$ cat src/sar_adc_pkg_buf.sv
// Shared constants and types of the converter control, and its two-entry result buffer.
package sar_adc_pkg;
  // ==========================================================================
  // Timing.
  localparam int MCLK_MHZ = 40;
  localparam int RST_MIN_NS = 1;
  localparam int RST_MAX_NS = 100;
  localparam int TSENSE_US = 100;
  localparam int RST_MIN_CYC_RAW = (RST_MIN_NS * MCLK_MHZ + 999) / 1000;
  localparam int RST_MIN_CYC = (RST_MIN_CYC_RAW < 1) ? 1 : RST_MIN_CYC_RAW;
  localparam int RST_MAX_CYC = (RST_MAX_NS * MCLK_MHZ) / 1000;
  localparam int TSENSE_CYC = TSENSE_US * MCLK_MHZ;
  localparam int LOW_CNT_W = 8;
  localparam int TS_CNT_W = 12;
  // ==========================================================================
  // Serial word and control word layout.
  localparam int WORD_W = 16;
  localparam int CODE_W = 12;
  localparam int CHAN_W = 4;
  localparam int NUM_CHAN = 8;
  localparam int CTRL_WRITE_BIT = 15;
  localparam int CTRL_CH_HI = 14;
  localparam int CTRL_CH_LO = 7;
  localparam int CTRL_TSENSE_BIT = 6;
  localparam int CTRL_PPD_BIT = 5;
  localparam logic [7:0] CH_EN_RESET = 8'h01;
  localparam logic [3:0] TSENSE_CHAN = 4'h8;

  typedef struct packed {
    logic [CHAN_W-1:0] chan;
    logic [CODE_W-1:0] code;
  } result_t;

  typedef struct packed {
    logic [7:0] ch_en;
    logic tsense;
    logic partial_power_down_bit;
  } ctrl_t;

  localparam ctrl_t CTRL_RESET = '{ch_en: CH_EN_RESET, tsense: 1'b0, partial_power_down_bit: 1'b0};
endpackage

`timescale 1ns/100ps
module result_buffer
  import sar_adc_pkg::*;
(
  // Clock and reset.
  input wire logic mclk,
  input wire logic resetn,
  // Filling side.
  input wire logic in_valid,
  output logic in_ready,
  input wire result_t in_data,
  // Draining side.
  output logic out_valid,
  input wire logic out_ready,
  output result_t out_data
);
  result_t slot [2];
  logic rd_ptr;
  logic wr_ptr;
  logic [1:0] count;
  wire push = in_valid && in_ready;
  wire pop = out_valid && out_ready;

  assign in_ready = (count != 2'd2);
  assign out_valid = (count != 2'd0);
  assign out_data = slot[rd_ptr];

  always_ff @(posedge mclk or negedge resetn) begin
    if (!resetn) begin
      rd_ptr <= 1'b0;
      wr_ptr <= 1'b0;
      count <= 2'd0;
      slot[0] <= '0;
      slot[1] <= '0;
    end else begin
      if (push) begin
        slot[wr_ptr] <= in_data;
        wr_ptr <= ~wr_ptr;
      end
      if (pop) begin
        rd_ptr <= ~rd_ptr;
      end
      count <= count + {1'b0, push} - {1'b0, pop};
    end
  end
endmodule

$ cat src/sar_adc_ctrl.sv
// Control logic of the eight-channel successive-approximation converter.
`timescale 1ns/100ps
module sar_adc_ctrl
  import sar_adc_pkg::*;
(
  // Clock and reset.
  input wire logic mclk,
  input wire logic resetn,
  // Serial pins.
  input wire logic cs_n,
  input wire logic sclk,
  input wire logic din,
  output logic dout,
  output logic dout_oe_n,
  // Power pin and power state.
  input wire logic power_down_reset_pin_n,
  output logic full_power_down,
  output logic partial_power_down,
  // Analog front end.
  input wire logic comp_high,
  output logic sample_hold,
  output logic [CODE_W-1:0] dac_code,
  output logic [CHAN_W-1:0] mux_chan,
  output logic tsense_busy
);

  function automatic logic [2:0] next_channel(input logic [2:0] cur, input logic [7:0] en);
    logic [2:0] res;
    logic [2:0] idx;
    res = cur;
    for (int i = 7; i >= 1; i--) begin
      idx = cur + 3'(i);
      if (en[idx]) begin
        res = idx;
      end
    end
    return res;
  endfunction

  // ==========================================================================
  // Pin synchronisers and edge detection.
  logic [4:0] sync1;
  logic [4:0] sync2;
  logic [1:0] sync3;
  wire cs_s = sync2[0];
  wire sclk_s = sync2[1];
  wire din_s = sync2[2];
  wire pd_s = sync2[3];
  wire comp_s = sync2[4];
  wire cs_fall = !cs_s && sync3[0];
  wire cs_rise = cs_s && !sync3[0];
  wire sclk_rise = sclk_s && !sync3[1];
  wire sclk_fall = !sclk_s && sync3[1];

  always_ff @(posedge mclk or negedge resetn) begin
    if (!resetn) begin
      sync1 <= 5'h1f;
      sync2 <= 5'h1f;
      sync3 <= 2'h3;
    end else begin
      sync1 <= {comp_high, power_down_reset_pin_n, din, sclk, cs_n};
      sync2 <= sync1;
      sync3 <= sync2[1:0];
    end
  end

  // ==========================================================================
  // Power-down pin pulse discrimination.
  logic [LOW_CNT_W-1:0] low_cnt;
  logic pd_prev;
  logic soft_reset;
  wire pd_rise = pd_s && !pd_prev;
  wire low_sat = (low_cnt > LOW_CNT_W'(RST_MAX_CYC));
  wire short_pulse = pd_rise && (low_cnt >= LOW_CNT_W'(RST_MIN_CYC)) && !low_sat;

  always_ff @(posedge mclk or negedge resetn) begin
    if (!resetn) begin
      low_cnt <= '0;
      pd_prev <= 1'b1;
      full_power_down <= 1'b0;
      soft_reset <= 1'b0;
    end else begin
      pd_prev <= pd_s;
      low_cnt <= pd_s ? '0 : (low_sat ? low_cnt : low_cnt + 1'b1);
      full_power_down <= !pd_s && (low_cnt >= LOW_CNT_W'(RST_MAX_CYC));
      soft_reset <= short_pulse;
    end
  end

  // ==========================================================================
  // Control word capture, taken on falling serial clock edges.
  ctrl_t ctrl;
  logic [WORD_W-1:0] in_sh;
  logic [4:0] in_cnt;
  wire in_take = !cs_s && sclk_fall && (in_cnt != 5'(WORD_W));
  wire ctrl_load = cs_rise && (in_cnt == 5'(WORD_W)) && in_sh[CTRL_WRITE_BIT];

  always_ff @(posedge mclk or negedge resetn) begin
    if (!resetn) begin
      in_sh <= '0;
      in_cnt <= '0;
      ctrl <= CTRL_RESET;
      partial_power_down <= 1'b0;
    end else begin
      if (in_take) begin
        in_sh <= {in_sh[WORD_W-2:0], din_s};
      end
      in_cnt <= cs_s ? '0 : (in_take ? in_cnt + 1'b1 : in_cnt);
      if (soft_reset) begin
        ctrl <= CTRL_RESET;
      end else if (ctrl_load) begin
        ctrl <= '{ch_en: in_sh[CTRL_CH_HI:CTRL_CH_LO], tsense: in_sh[CTRL_TSENSE_BIT],
                  partial_power_down_bit: in_sh[CTRL_PPD_BIT]};
      end
      partial_power_down <= ctrl.partial_power_down_bit && !soft_reset;
    end
  end

  // ==========================================================================
  // Successive approximation, stepped by rising serial clock edges.
  typedef enum logic [2:0] {
    S_TRACK = 3'b001,
    S_CONV = 3'b010,
    S_DONE = 3'b100
  } conv_state_t;
  conv_state_t state;
  logic [2:0] chan;
  logic [3:0] bit_idx;
  logic buf_in_ready;
  logic buf_out_valid;
  result_t buf_out;
  wire conv_start = cs_fall && !full_power_down && buf_in_ready && (state == S_TRACK);
  wire conv_step = (state == S_CONV) && sclk_rise;
  wire conv_abort = (state == S_CONV) && cs_rise;
  wire res_push = (state == S_DONE);
  wire [CODE_W-1:0] bit_mask = CODE_W'(1) << bit_idx;
  wire [CODE_W-1:0] decided = comp_s ? dac_code : (dac_code & ~bit_mask);
  wire [CODE_W-1:0] next_trial = (bit_idx == 4'd0) ? decided : (decided | (bit_mask >> 1));

  always_ff @(posedge mclk or negedge resetn) begin
    if (!resetn) begin
      state <= S_TRACK;
      chan <= 3'd0;
      bit_idx <= '0;
      dac_code <= '0;
      sample_hold <= 1'b0;
      mux_chan <= '0;
    end else if (soft_reset || full_power_down) begin
      state <= S_TRACK;
      sample_hold <= 1'b0;
      chan <= soft_reset ? 3'd0 : chan;
    end else begin
      unique case (state)
        S_TRACK: begin
          if (conv_start) begin
            state <= S_CONV;
            sample_hold <= 1'b1;
            bit_idx <= 4'(CODE_W - 1);
            dac_code <= CODE_W'(1) << (CODE_W - 1);
            mux_chan <= {1'b0, chan};
            chan <= next_channel(chan, ctrl.ch_en);
          end
        end
        S_CONV: begin
          if (conv_abort) begin
            state <= S_TRACK;
            sample_hold <= 1'b0;
          end else if (conv_step) begin
            dac_code <= next_trial;
            bit_idx <= bit_idx - 1'b1;
            if (bit_idx == 4'd0) begin
              state <= S_DONE;
            end
          end
        end
        S_DONE: begin
          state <= S_TRACK;
          sample_hold <= 1'b0;
        end
      endcase
    end
  end

  result_buffer u_buf (
    .mclk(mclk),
    .resetn(resetn),
    .in_valid(res_push),
    .in_ready(buf_in_ready),
    .in_data('{chan: mux_chan, code: dac_code}),
    .out_valid(buf_out_valid),
    .out_ready(cs_fall),
    .out_data(buf_out)
  );

  // ==========================================================================
  // Output shifter: previous frame's result, MSB first on falling serial clock.
  logic [WORD_W-1:0] out_sh;
  wire [WORD_W-1:0] load_word = buf_out_valid ? buf_out : '0;
  wire [WORD_W-1:0] next_out_sh = cs_fall ? load_word :
                                  ((!cs_s && sclk_fall) ? {out_sh[WORD_W-2:0], 1'b0} : out_sh);

  always_ff @(posedge mclk or negedge resetn) begin
    if (!resetn) begin
      out_sh <= '0;
      dout <= 1'b0;
      dout_oe_n <= 1'b1;
    end else begin
      out_sh <= next_out_sh;
      dout <= next_out_sh[WORD_W-1];
      dout_oe_n <= cs_s;
    end
  end

  // ==========================================================================
  // Temperature conversion busy window.
  logic [TS_CNT_W-1:0] ts_cnt;
  wire ts_start = cs_fall && ctrl.tsense && !tsense_busy && !full_power_down;

  always_ff @(posedge mclk or negedge resetn) begin
    if (!resetn) begin
      ts_cnt <= '0;
      tsense_busy <= 1'b0;
    end else if (ts_start) begin
      ts_cnt <= TS_CNT_W'(TSENSE_CYC - 1);
      tsense_busy <= 1'b1;
    end else if (tsense_busy) begin
      ts_cnt <= ts_cnt - 1'b1;
      tsense_busy <= (ts_cnt != '0);
    end
  end
endmodule

$ cat config.mk
export PLATFORM = sky130hd
export DESIGN_NAME = sar_adc_ctrl
export DESIGN_NICKNAME = d
export VERILOG_FILES = /design/src/sar_adc_pkg_buf.sv /design/src/sar_adc_ctrl.sv
export SDC_FILE = /design/constraint.sdc
export NUM_CORES = 1
export LEC_CHECK = 0
export ABC_AREA = 1
export BUFFER_PORTS_ARGS = -buffer_cell sky130_fd_sc_hd__buf_2
export CORE_MARGIN = 5
export CORE_UTILIZATION = 45
export CTS_CLUSTER_DIAMETER = 50
export CTS_CLUSTER_SIZE = 25
export DETAILED_ROUTE_END_ITERATION = 16
export PLACE_DENSITY = 0.6
export SLEW_MARGIN = 20
export SYNTH_ARGS = -nofsm -noshare
export SYNTH_HDL_FRONTEND = slang
export SYNTH_SLANG_ARGS = --single-unit
export TNS_END_PERCENT = 10
$ cat constraint.sdc
create_clock -name mclk -period 3 [get_ports mclk]
set_input_delay 0.6 -clock mclk [delete_from_list [all_inputs] [get_ports mclk]]
set_output_delay 0.6 -clock mclk [all_outputs]
set_load 0.1 [all_outputs]
==> impl_metrics.ini, run 1 <==
[drt]
vias = 5445
remaining_drc_errors = 0
drt-total-wl_mm = 15.1
detail_route.wl_per_cell_um = 13.7
antenna_left = 0
viasPerCell = 4.94
first_iter_violations = 260
first_pass_iters = 5

[clock_network]
numCtsBuffers = 17
cts.reportedPaths.clkPinSlew_ns = 0.06
htree_levels = 4
clock_sinks = 144
clkLatencyLatePin_ns = 0.42
cts-root-buf = clkbuf_16
cts_tree = built
clockBufferDepth = 2
postCtsSetupBuffers = 0
cts_resized = 0
hold_buffers = 0

[yosys]
synth.avg_cell_area_um2 = 8.44
netlist_top_cells_count = nand2_1, dfrtp_1, inv_1, o21ai_0, nor2_1
yosysSeqAreaShare = 0.508
synthFlopType = dfrtp_1
ys_seq_elements = 144
synthDistinctLibCells = 39
synth_edf_count = 0
synthesis.nets = 868
yosysWarnings = 0
yosysMostFrequentCell = nand2_1
yosysTopAreaCell = dfrtp_1
yosysTopAreaCellShare = 0.453
synthCells = 844
synth_area_um2 = 7120
synthTopCellsByArea = dfrtp_1, nand2_1, o21ai_0, inv_1, dfstp_2
async_flop_share = 1.00

[place]
gp_congestion = 0.912
place_ws_ns = 0.652
hpwl_mm = 10.7
dp_cells = 1070
portBuffers = 27

[pwr]
ir_worst_vdd_mv = 0.455
leakagePower_uw = 0.00398
p_per_area_nw_per_um2 = 937
power_uw = 7590

[worst_setup_path]
end_kind = flop
cp.required_ns = 3.31
critPathKind = reg2reg
cp-start-kind = flop
reg2reg_from = chan[1]
crit_fanout = 11
r2r_slack_ns = 0.62
rr_endpoint = chan[2]
arrival_ns = 2.69
r2r_cells = 12

[grt]
antenna_found_initial = 0
grt_max_degree = 64
use_met1 = 0.254
grt-busiest-layer = met2
grt_util_met3 = 0.0459
grt_pass1_wl_mm = 26.3
use_met2 = 0.270
grt_overflow = 0
track_usage = 0.179
grt_pass1_vias = 5218

[floorplan]
boundaryPins = 29
die_h_um = 136
die_x_um = 136
rows = 46
core-area_um2 = 15700
die-area_um2 = 18400
start_util = 0.453

[sta]
fin_crit_ns = 2.38
drv_slew = 0
worstMarginPinSlew_ns = 0.772
timing.final.ws_setup_ns = 0.620
fmax_mhz = 420
skew_ns = 0.00977
relSlewSlack = 0.482
hold_viol = 0
period_share = 0.793
whs_ns = 0.152
rsz0062_at_grt = no
setup_tns_ns = 0
finalSetupViolations = 0

[finish]
nets = 897
syn_to_final_growth_pct = 13.7
drive_gt1_frac = 0.152
nFillCells = 1521
final_cells = 1102
antenna_cells = 0

[run]
max_cap_violations = 0

[outcome]
status = finished, final reports clean

[min_path]
hold_class = in2async
## area by class of cell
type | instances | area [um2] | share of cell area
flip-flops and latches | 144 | 3620 | 0.447
clock buffers | 24 | 492 | 0.0607
clock inverters | 8 | 150 | 0.0185
well taps | 216 | 270 | 0.0334
inverters | 118 | 448 | 0.0553
multi-input cells | 557 | 2900 | 0.358
repair buffers | 35 | 214 | 0.0264
## metal layers
layer	part of all wire	wire length, um
met5	0	0
met4	0.014	208
met3	0.040	605
met2	0.45	6810
met1	0.49	7460
## cells in the final DEF (no fill, tap or decap), types with 3 or more instances in the layout
cell type    n
a21oi_1     49
buf_2       26
buf_4        7
bufinv_16    4
clkbuf_1     3
clkbuf_16   17
clkbuf_8     4
dfrtp_1    129
dfstp_2     15
ha_1        17
inv_1      106
inv_2        8
mux2_2       6
nand2_1    174
nand2_2      8
nand2_4      9
nand3_1     48
nand3_2     14
nand3b_1     3
nand4_1      7
nor2_1      75
nor2_2       4
nor3_1       9
nor3b_1      3
nor4_1       3
o211ai_1    14
o21ai_0     94
o31ai_1      4
## worst max path at each step
stage / endpoint / slack (ns) / startpoint
after floorplan: u_buf.count[0] / 0.76 / sync3[0]
after global placement: chan[1] / 0.69 / chan[1]
after detailed placement: chan[2] / 0.65 / chan[1]
after CTS: chan[2] / 0.64 / chan[1]
after global routing: chan[2] / 0.42 / chan[1]
final: chan[2] / 0.62 / chan[1]
## cell families (layout without fill, tap and decap cells)
logic type | count (synthesis) | after routing | share of synthesized area
DFF | 144 | 144 | 0.508
adders and majority gates | 17 | 17 | 0.0299
xor gates and xnor gates | 4 | 4 | 0.00492
AOI/OAI and AO/OA | 166 | 166 | 0.124
other | 1 | 1 | 0.000526
buffers and inverters | 143 | 185 | 0.0843
and+or+nand+nor | 362 | 362 | 0.237
muxes | 7 | 7 | 0.0109
## state kept, by name, summed over array words and instances (netlist names), 3 cells and up
register,count
bit_idx,4
in_cnt,5
ctrl,10
chan,3
mux_chan,3
in_sh,16
low_cnt,8
out_sh,15
sync1,5
u_buf.slot,30
ts_cnt,12
state,3
dac_code,12
sync2,5
## power by group
group	leakage, uW	internal, uW	switching (uW)
clock	0.000311	1480	787
combinational	0.00181	764	1930
sequential	0.00186	2320	303
total	0.00398	4570	3020
## stage by stage
step                cell area [um2]  utilization
finish                         8100        0.515
detailed placement             7460        0.475
floorplan                      7120            -
global route                   8100        0.515
CTS                            8100        0.515
global placement               7460        0.475
## critical path: stages, from the launching register on
cell	delay, ns
dfrtp_1	0.61
inv_2	0.18
ha_1	0.44
inv_2	0.17
nand3_2	0.11
nand3_1	0.13
nand2_1	0.12
nor2_1	0.17
nand2_2	0.10
nand2_1	0.08
nor2_1	0.04
o21ai_1	0.07
nand2_1	0.06
Power figures use the tool's default switching activity.
==> inputs of run 2 (changes only) <==
PLACE_DENSITY = 0.63   (was 0.6)
clock period = 2.05 ns   (was 3 ns; I/O delays follow)
==> run 2 against run 1 <==
- utilization grew 0.15 points
- global-route usage shrank 0.35 points
- design area grew 0.29%
- register-to-register slack lost 0.43 ns
- final cell count grew 0.82%
- non-clock buffer count grew 10
- critical path type is now reg2out
==> impl_metrics.ini, run 2 (synthesis gave the netlist of run 1 again) <==
[outcome]
status = finished, final reports clean

[drt]
first_pass_iters = 5
viasPerCell = 4.97
vias = 5527
remaining_drc_errors = 0
drt-total-wl_mm = 14.6
first_iter_violations = 365
antenna_left = 0
detail_route.wl_per_cell_um = 13.2

[floorplan]
boundaryPins = 29
die-area_um2 = 18400
start_util = 0.453
die_x_um = 136
core-area_um2 = 15700
rows = 46
die_h_um = 136

[sta]
skew_ns = 0.00647
hold_viol = 0
fin_crit_ns = 1.87
finalSetupViolations = 0
whs_ns = 0.0918
period_share = 0.913
worstMarginPinSlew_ns = 0.512
relSlewSlack = 0.656
timing.final.ws_setup_ns = 0.178
setup_tns_ns = 0
drv_slew = 0
fmax_mhz = 534

[min_path]
whs_path_depth = 1
holdCritStartpoint = din
whs_endpoint = sync1[2]
hold_class = in2reg

[worst_setup_path]
end_kind = output port
path_buf_inv = 1
reg2reg_from = chan[0]
critical-path-max-stage-delay_ns = 0.61
cp.required_ns = 1.64
r2r_cells = 14
arrival_ns = 1.46
cp_top_family = flip-flops
critPathKind = reg2out
cp-start-kind = flop
critPathSlowestCell = dfstp_4
timing.critical_path.cells = buf_2
r2r_slack_ns = 0.19
crit_fanout = 2
rr_endpoint = chan[2]

[pwr]
ir_worst_vdd_mv = 0.667
leakagePower_uw = 0.00399
p_per_area_nw_per_um2 = 1320

[clock_network]
numCtsBuffers = 17
postCtsSetupBuffers = 0
clkLatencyLatePin_ns = 0.41
clockBufferDepth = 2
clock_sinks = 144
cts-root-buf = clkbuf_16
htree_levels = 4
cts_tree = built
cts.reportedPaths.clkPinSlew_ns = 0.06

[grt]
grt_pass1_vias = 5359
grt_overflow = 0
grt_max_degree = 47
antenna_found_initial = 0
grt_pass1_wl_mm = 25.9
track_usage = 0.175

[place]
gp_congestion = 0.904
place_ws_ns = 0.0509
portBuffers = 27
post_dp_cell_area_um2 = 7550
hpwl_mm = 10.5
dp_cells = 1079

[finish]
top_register = u_buf.slot
final_cell_area_um2 = 8120
nets = 907
top_regs = u_buf.slot (30), in_sh (16), out_sh (15)
drive_gt1_frac = 0.165
final_cells = 1111
layout_commonest_cell = nand2_1
final_cell_mix = nand2_1, dfrtp_1, inv_1
syn_to_final_growth_pct = 14.0
largest_reg_flops = 30
antenna_cells = 0
nFillCells = 1492

[run]
max_cap_violations = 0
run 2: area by class of cell:
class,instances,area [um2],area share
clock buffer,25,495,0.0610
clock inverter,6,32.5,0.00401
inverter,118,448,0.0552
multi-input combinational,557,2930,0.361
sequential,144,3630,0.446
tap,216,270,0.0333
timing repair buffer,45,320,0.0394
run 2: worst max-delay path by stage:
stage                  start        end  slack, ns  depth (start not counted)
floorplan            chan[0]    chan[0]       0.01                         16
CTS                  chan[0]    chan[2]       0.03                         14
global route         chan[0]    chan[1]     -0.007                         15
global placement     chan[0]    chan[0]       0.11                         14
finish              sync3[0]  dout_oe_n       0.18                          1
detailed placement   chan[0]    chan[2]       0.05                         14
run 2: metal layers:
metal	GRT usage	vias up	wire length [um]	part of all wire
met3	0.0477	23	601	0.041
met5	0	-	0	0
met2	0.266	97	6580	0.45
met1	0.245	2604	7160	0.49
met4	0.0582	0	265	0.018
li1	-	2803	-	-
run 2: through the flow:
stage / total power [uW] / util
global route: 11500 / 0.517
finish: 10700 / 0.517
global placement: 7890 / 0.481
detailed placement: 7920 / 0.481
floorplan: 7040 / -
CTS: 10700 / 0.515
run 2: power breakdown:
part	internal, uW	total [uW]	switching [uW]
registers	3400	3790	385
logic	1260	4180	2920
clock network	1660	2740	1090
total	6320	10700	4390
run 2: what timing repair did:
item,in CTS,in global routing
setup endpoints to repair,0,4
resized for setup,0,8
hold endpoints to repair,36,0
hold buffers,1,0
==> inputs of run 3 (changes only) <==
==> constraint.sdc (replaced) <==
create_clock -name mclk -period 2.05 [get_ports mclk]
set_input_delay 0 -clock mclk [delete_from_list [all_inputs] [get_ports mclk]]
set_output_delay 0 -clock mclk [all_outputs]
set_load 0.1 [all_outputs]
==> run 3 against run 2 <==
- clock skew up 0.0047 ns
- design area is 1.1% higher
- routed wire length rose by 0.25%
- sequential share of layout area decreased by 0.49 points
- via count fell by 1.0%
- worst hold slack gained 0.070 ns
- critical endpoint is now chan[1]
- largest cell class unchanged
- largest power group unchanged
- highest routed layer unchanged
==> impl_metrics.ini, run 3 (synthesis gave the netlist of run 1 again) <==
[worst_setup_path]
reg2reg_from = chan[0]
arrival_ns = 2.18
critPathKind = reg2reg
critical-path-max-stage-delay_ns = 0.40
critPathSlowestCell = dfrtp_1
r2r_cells = 14
timing.critical_path.cells = inv_4, ha_2, inv_4, nand3_1, nand3_2, nand2_4, inv_2, nand2_2, nor2_2, nand2_2, nand3_1, nor2_1, nand2_1, nand2_1
crit_fanout = 7
cp.required_ns = 2.35
r2r_slack_ns = 0.17
end_kind = flop
cp-start-kind = flop
rr_endpoint = chan[1]

[clock_network]
htree_levels = 4
cts_tree = built
clkLatencyLatePin_ns = 0.42
clock_sinks = 144
clockBufferDepth = 2
postCtsSetupBuffers = 0
cts.reportedPaths.clkPinSlew_ns = 0.06
numCtsBuffers = 17
cts-root-buf = clkbuf_16

[drt]
antenna_left = 0
detail_route.wl_per_cell_um = 13.1
viasPerCell = 4.90
remaining_drc_errors = 0
first_pass_iters = 7
first_iter_violations = 355
vias = 5472
drt-total-wl_mm = 14.6

[finish]
nFillCells = 1485
antenna_cells = 0
syn_to_final_growth_pct = 15.3
top_regs = u_buf.slot (30), in_sh (16), out_sh (15)
final_cell_mix = nand2_1, dfrtp_1, inv_1
nets = 912
layout_commonest_cell = nand2_1
top_register = u_buf.slot
drive_gt1_frac = 0.161
fin_util = 0.523
largest_reg_flops = 30

[grt]
grt_util_met3 = 0.0370
grt_pass1_vias = 5324
antenna_found_initial = 0
track_usage = 0.173
grt_overflow = 0
grt-busiest-layer = met2
use_met1 = 0.238
grt_pass1_wl_mm = 25.6
grt_max_degree = 65
use_met2 = 0.270

[sta]
finalSetupViolations = 0
fmax_mhz = 531
period_share = 0.918
relSlewSlack = 0.595
worstMarginPinSlew_ns = 0.608
timing.final.ws_setup_ns = 0.168
skew_ns = 0.0112
hold_viol = 0
fin_crit_ns = 1.88
rsz0062_at_grt = yes
drv_slew = 0

[outcome]
status = finished, final reports clean

[place]
place_ws_ns = 0.0660
gp_congestion = 0.900
hpwl_mm = 10.4
portBuffers = 27

[pwr]
ir_worst_vdd_mv = 0.756
p_per_area_nw_per_um2 = 1330
power_uw = 10900
leakagePower_uw = 0.00403

[floorplan]
die_x_um = 136
rows = 46
die_h_um = 136
die-area_um2 = 18400
boundaryPins = 29
start_util = 0.453
core-area_um2 = 15700

[min_path]
hold_class = in2async

[run]
max_cap_violations = 0
-- run 3: worst max path at each step --
stage,slack (ns),from,end
6_report,0.17,chan[0],chan[1]
5_1_grt,-0.04,chan[0],chan[0]
4_1_cts,0.06,chan[0],chan[1]
3_5_place_dp,0.07,chan[0],chan[1]
3_3_place_gp,0.13,chan[0],chan[0]
2_1_floorplan,0.01,chan[0],chan[0]
-- run 3: what timing repair did --
item                                    CTS  global route
hold endpoints to repair                 66             0
endpoints found under the setup margin    0             6
resized for setup                         0             5
hold buffers                              6             0
-- run 3: per-layer routing --
layer  part of all wire  wire length (um)
met3              0.036               532
met2               0.45              6590
met5                  0                 0
met4              0.019               274
met1               0.50              7250
-- run 3: worst max-delay path, delay by kind of cell (launching register included) --
family | cells | cell delay (ns)
buffers and inverters | 3 | 0.24
AND/OR/NAND/NOR | 10 | 0.80
flip-flops | 1 | 0.40
adder cells (fa/ha/maj) | 1 | 0.34
-- run 3: area by class of cell --
class	count	area [um2]	area share
Timing Repair Buffer	50	379	0.0462
Multi-Input combinational cell	557	2910	0.354
Clock buffer	28	527	0.0641
Clock inverter	4	47.5	0.00579
Sequential cell	144	3630	0.442
Tap cell	216	270	0.0329
Inverter	118	453	0.0552
-- run 3: report_power, final --
part	leakage (uW)	switching, uW	internal, uW
clock	0.000281	1080	1860
combinational	0.00189	2910	1240
sequential	0.00186	395	3400
total	0.00403	4380	6510
-- run 3: metrics by stage --
step	std cells	instance area, um2	hold slack (ns)	TNS [ns]
3_5_place_dp	1079	7560	0.0442	0
6_report	1117	8210	0.161	0
5_1_grt	1117	8210	0.213	-0.0412
3_3_place_gp	1079	7560	0.0471	0
4_1_cts	1117	8200	0.172	0
2_1_floorplan	844	7130	-0.296	0
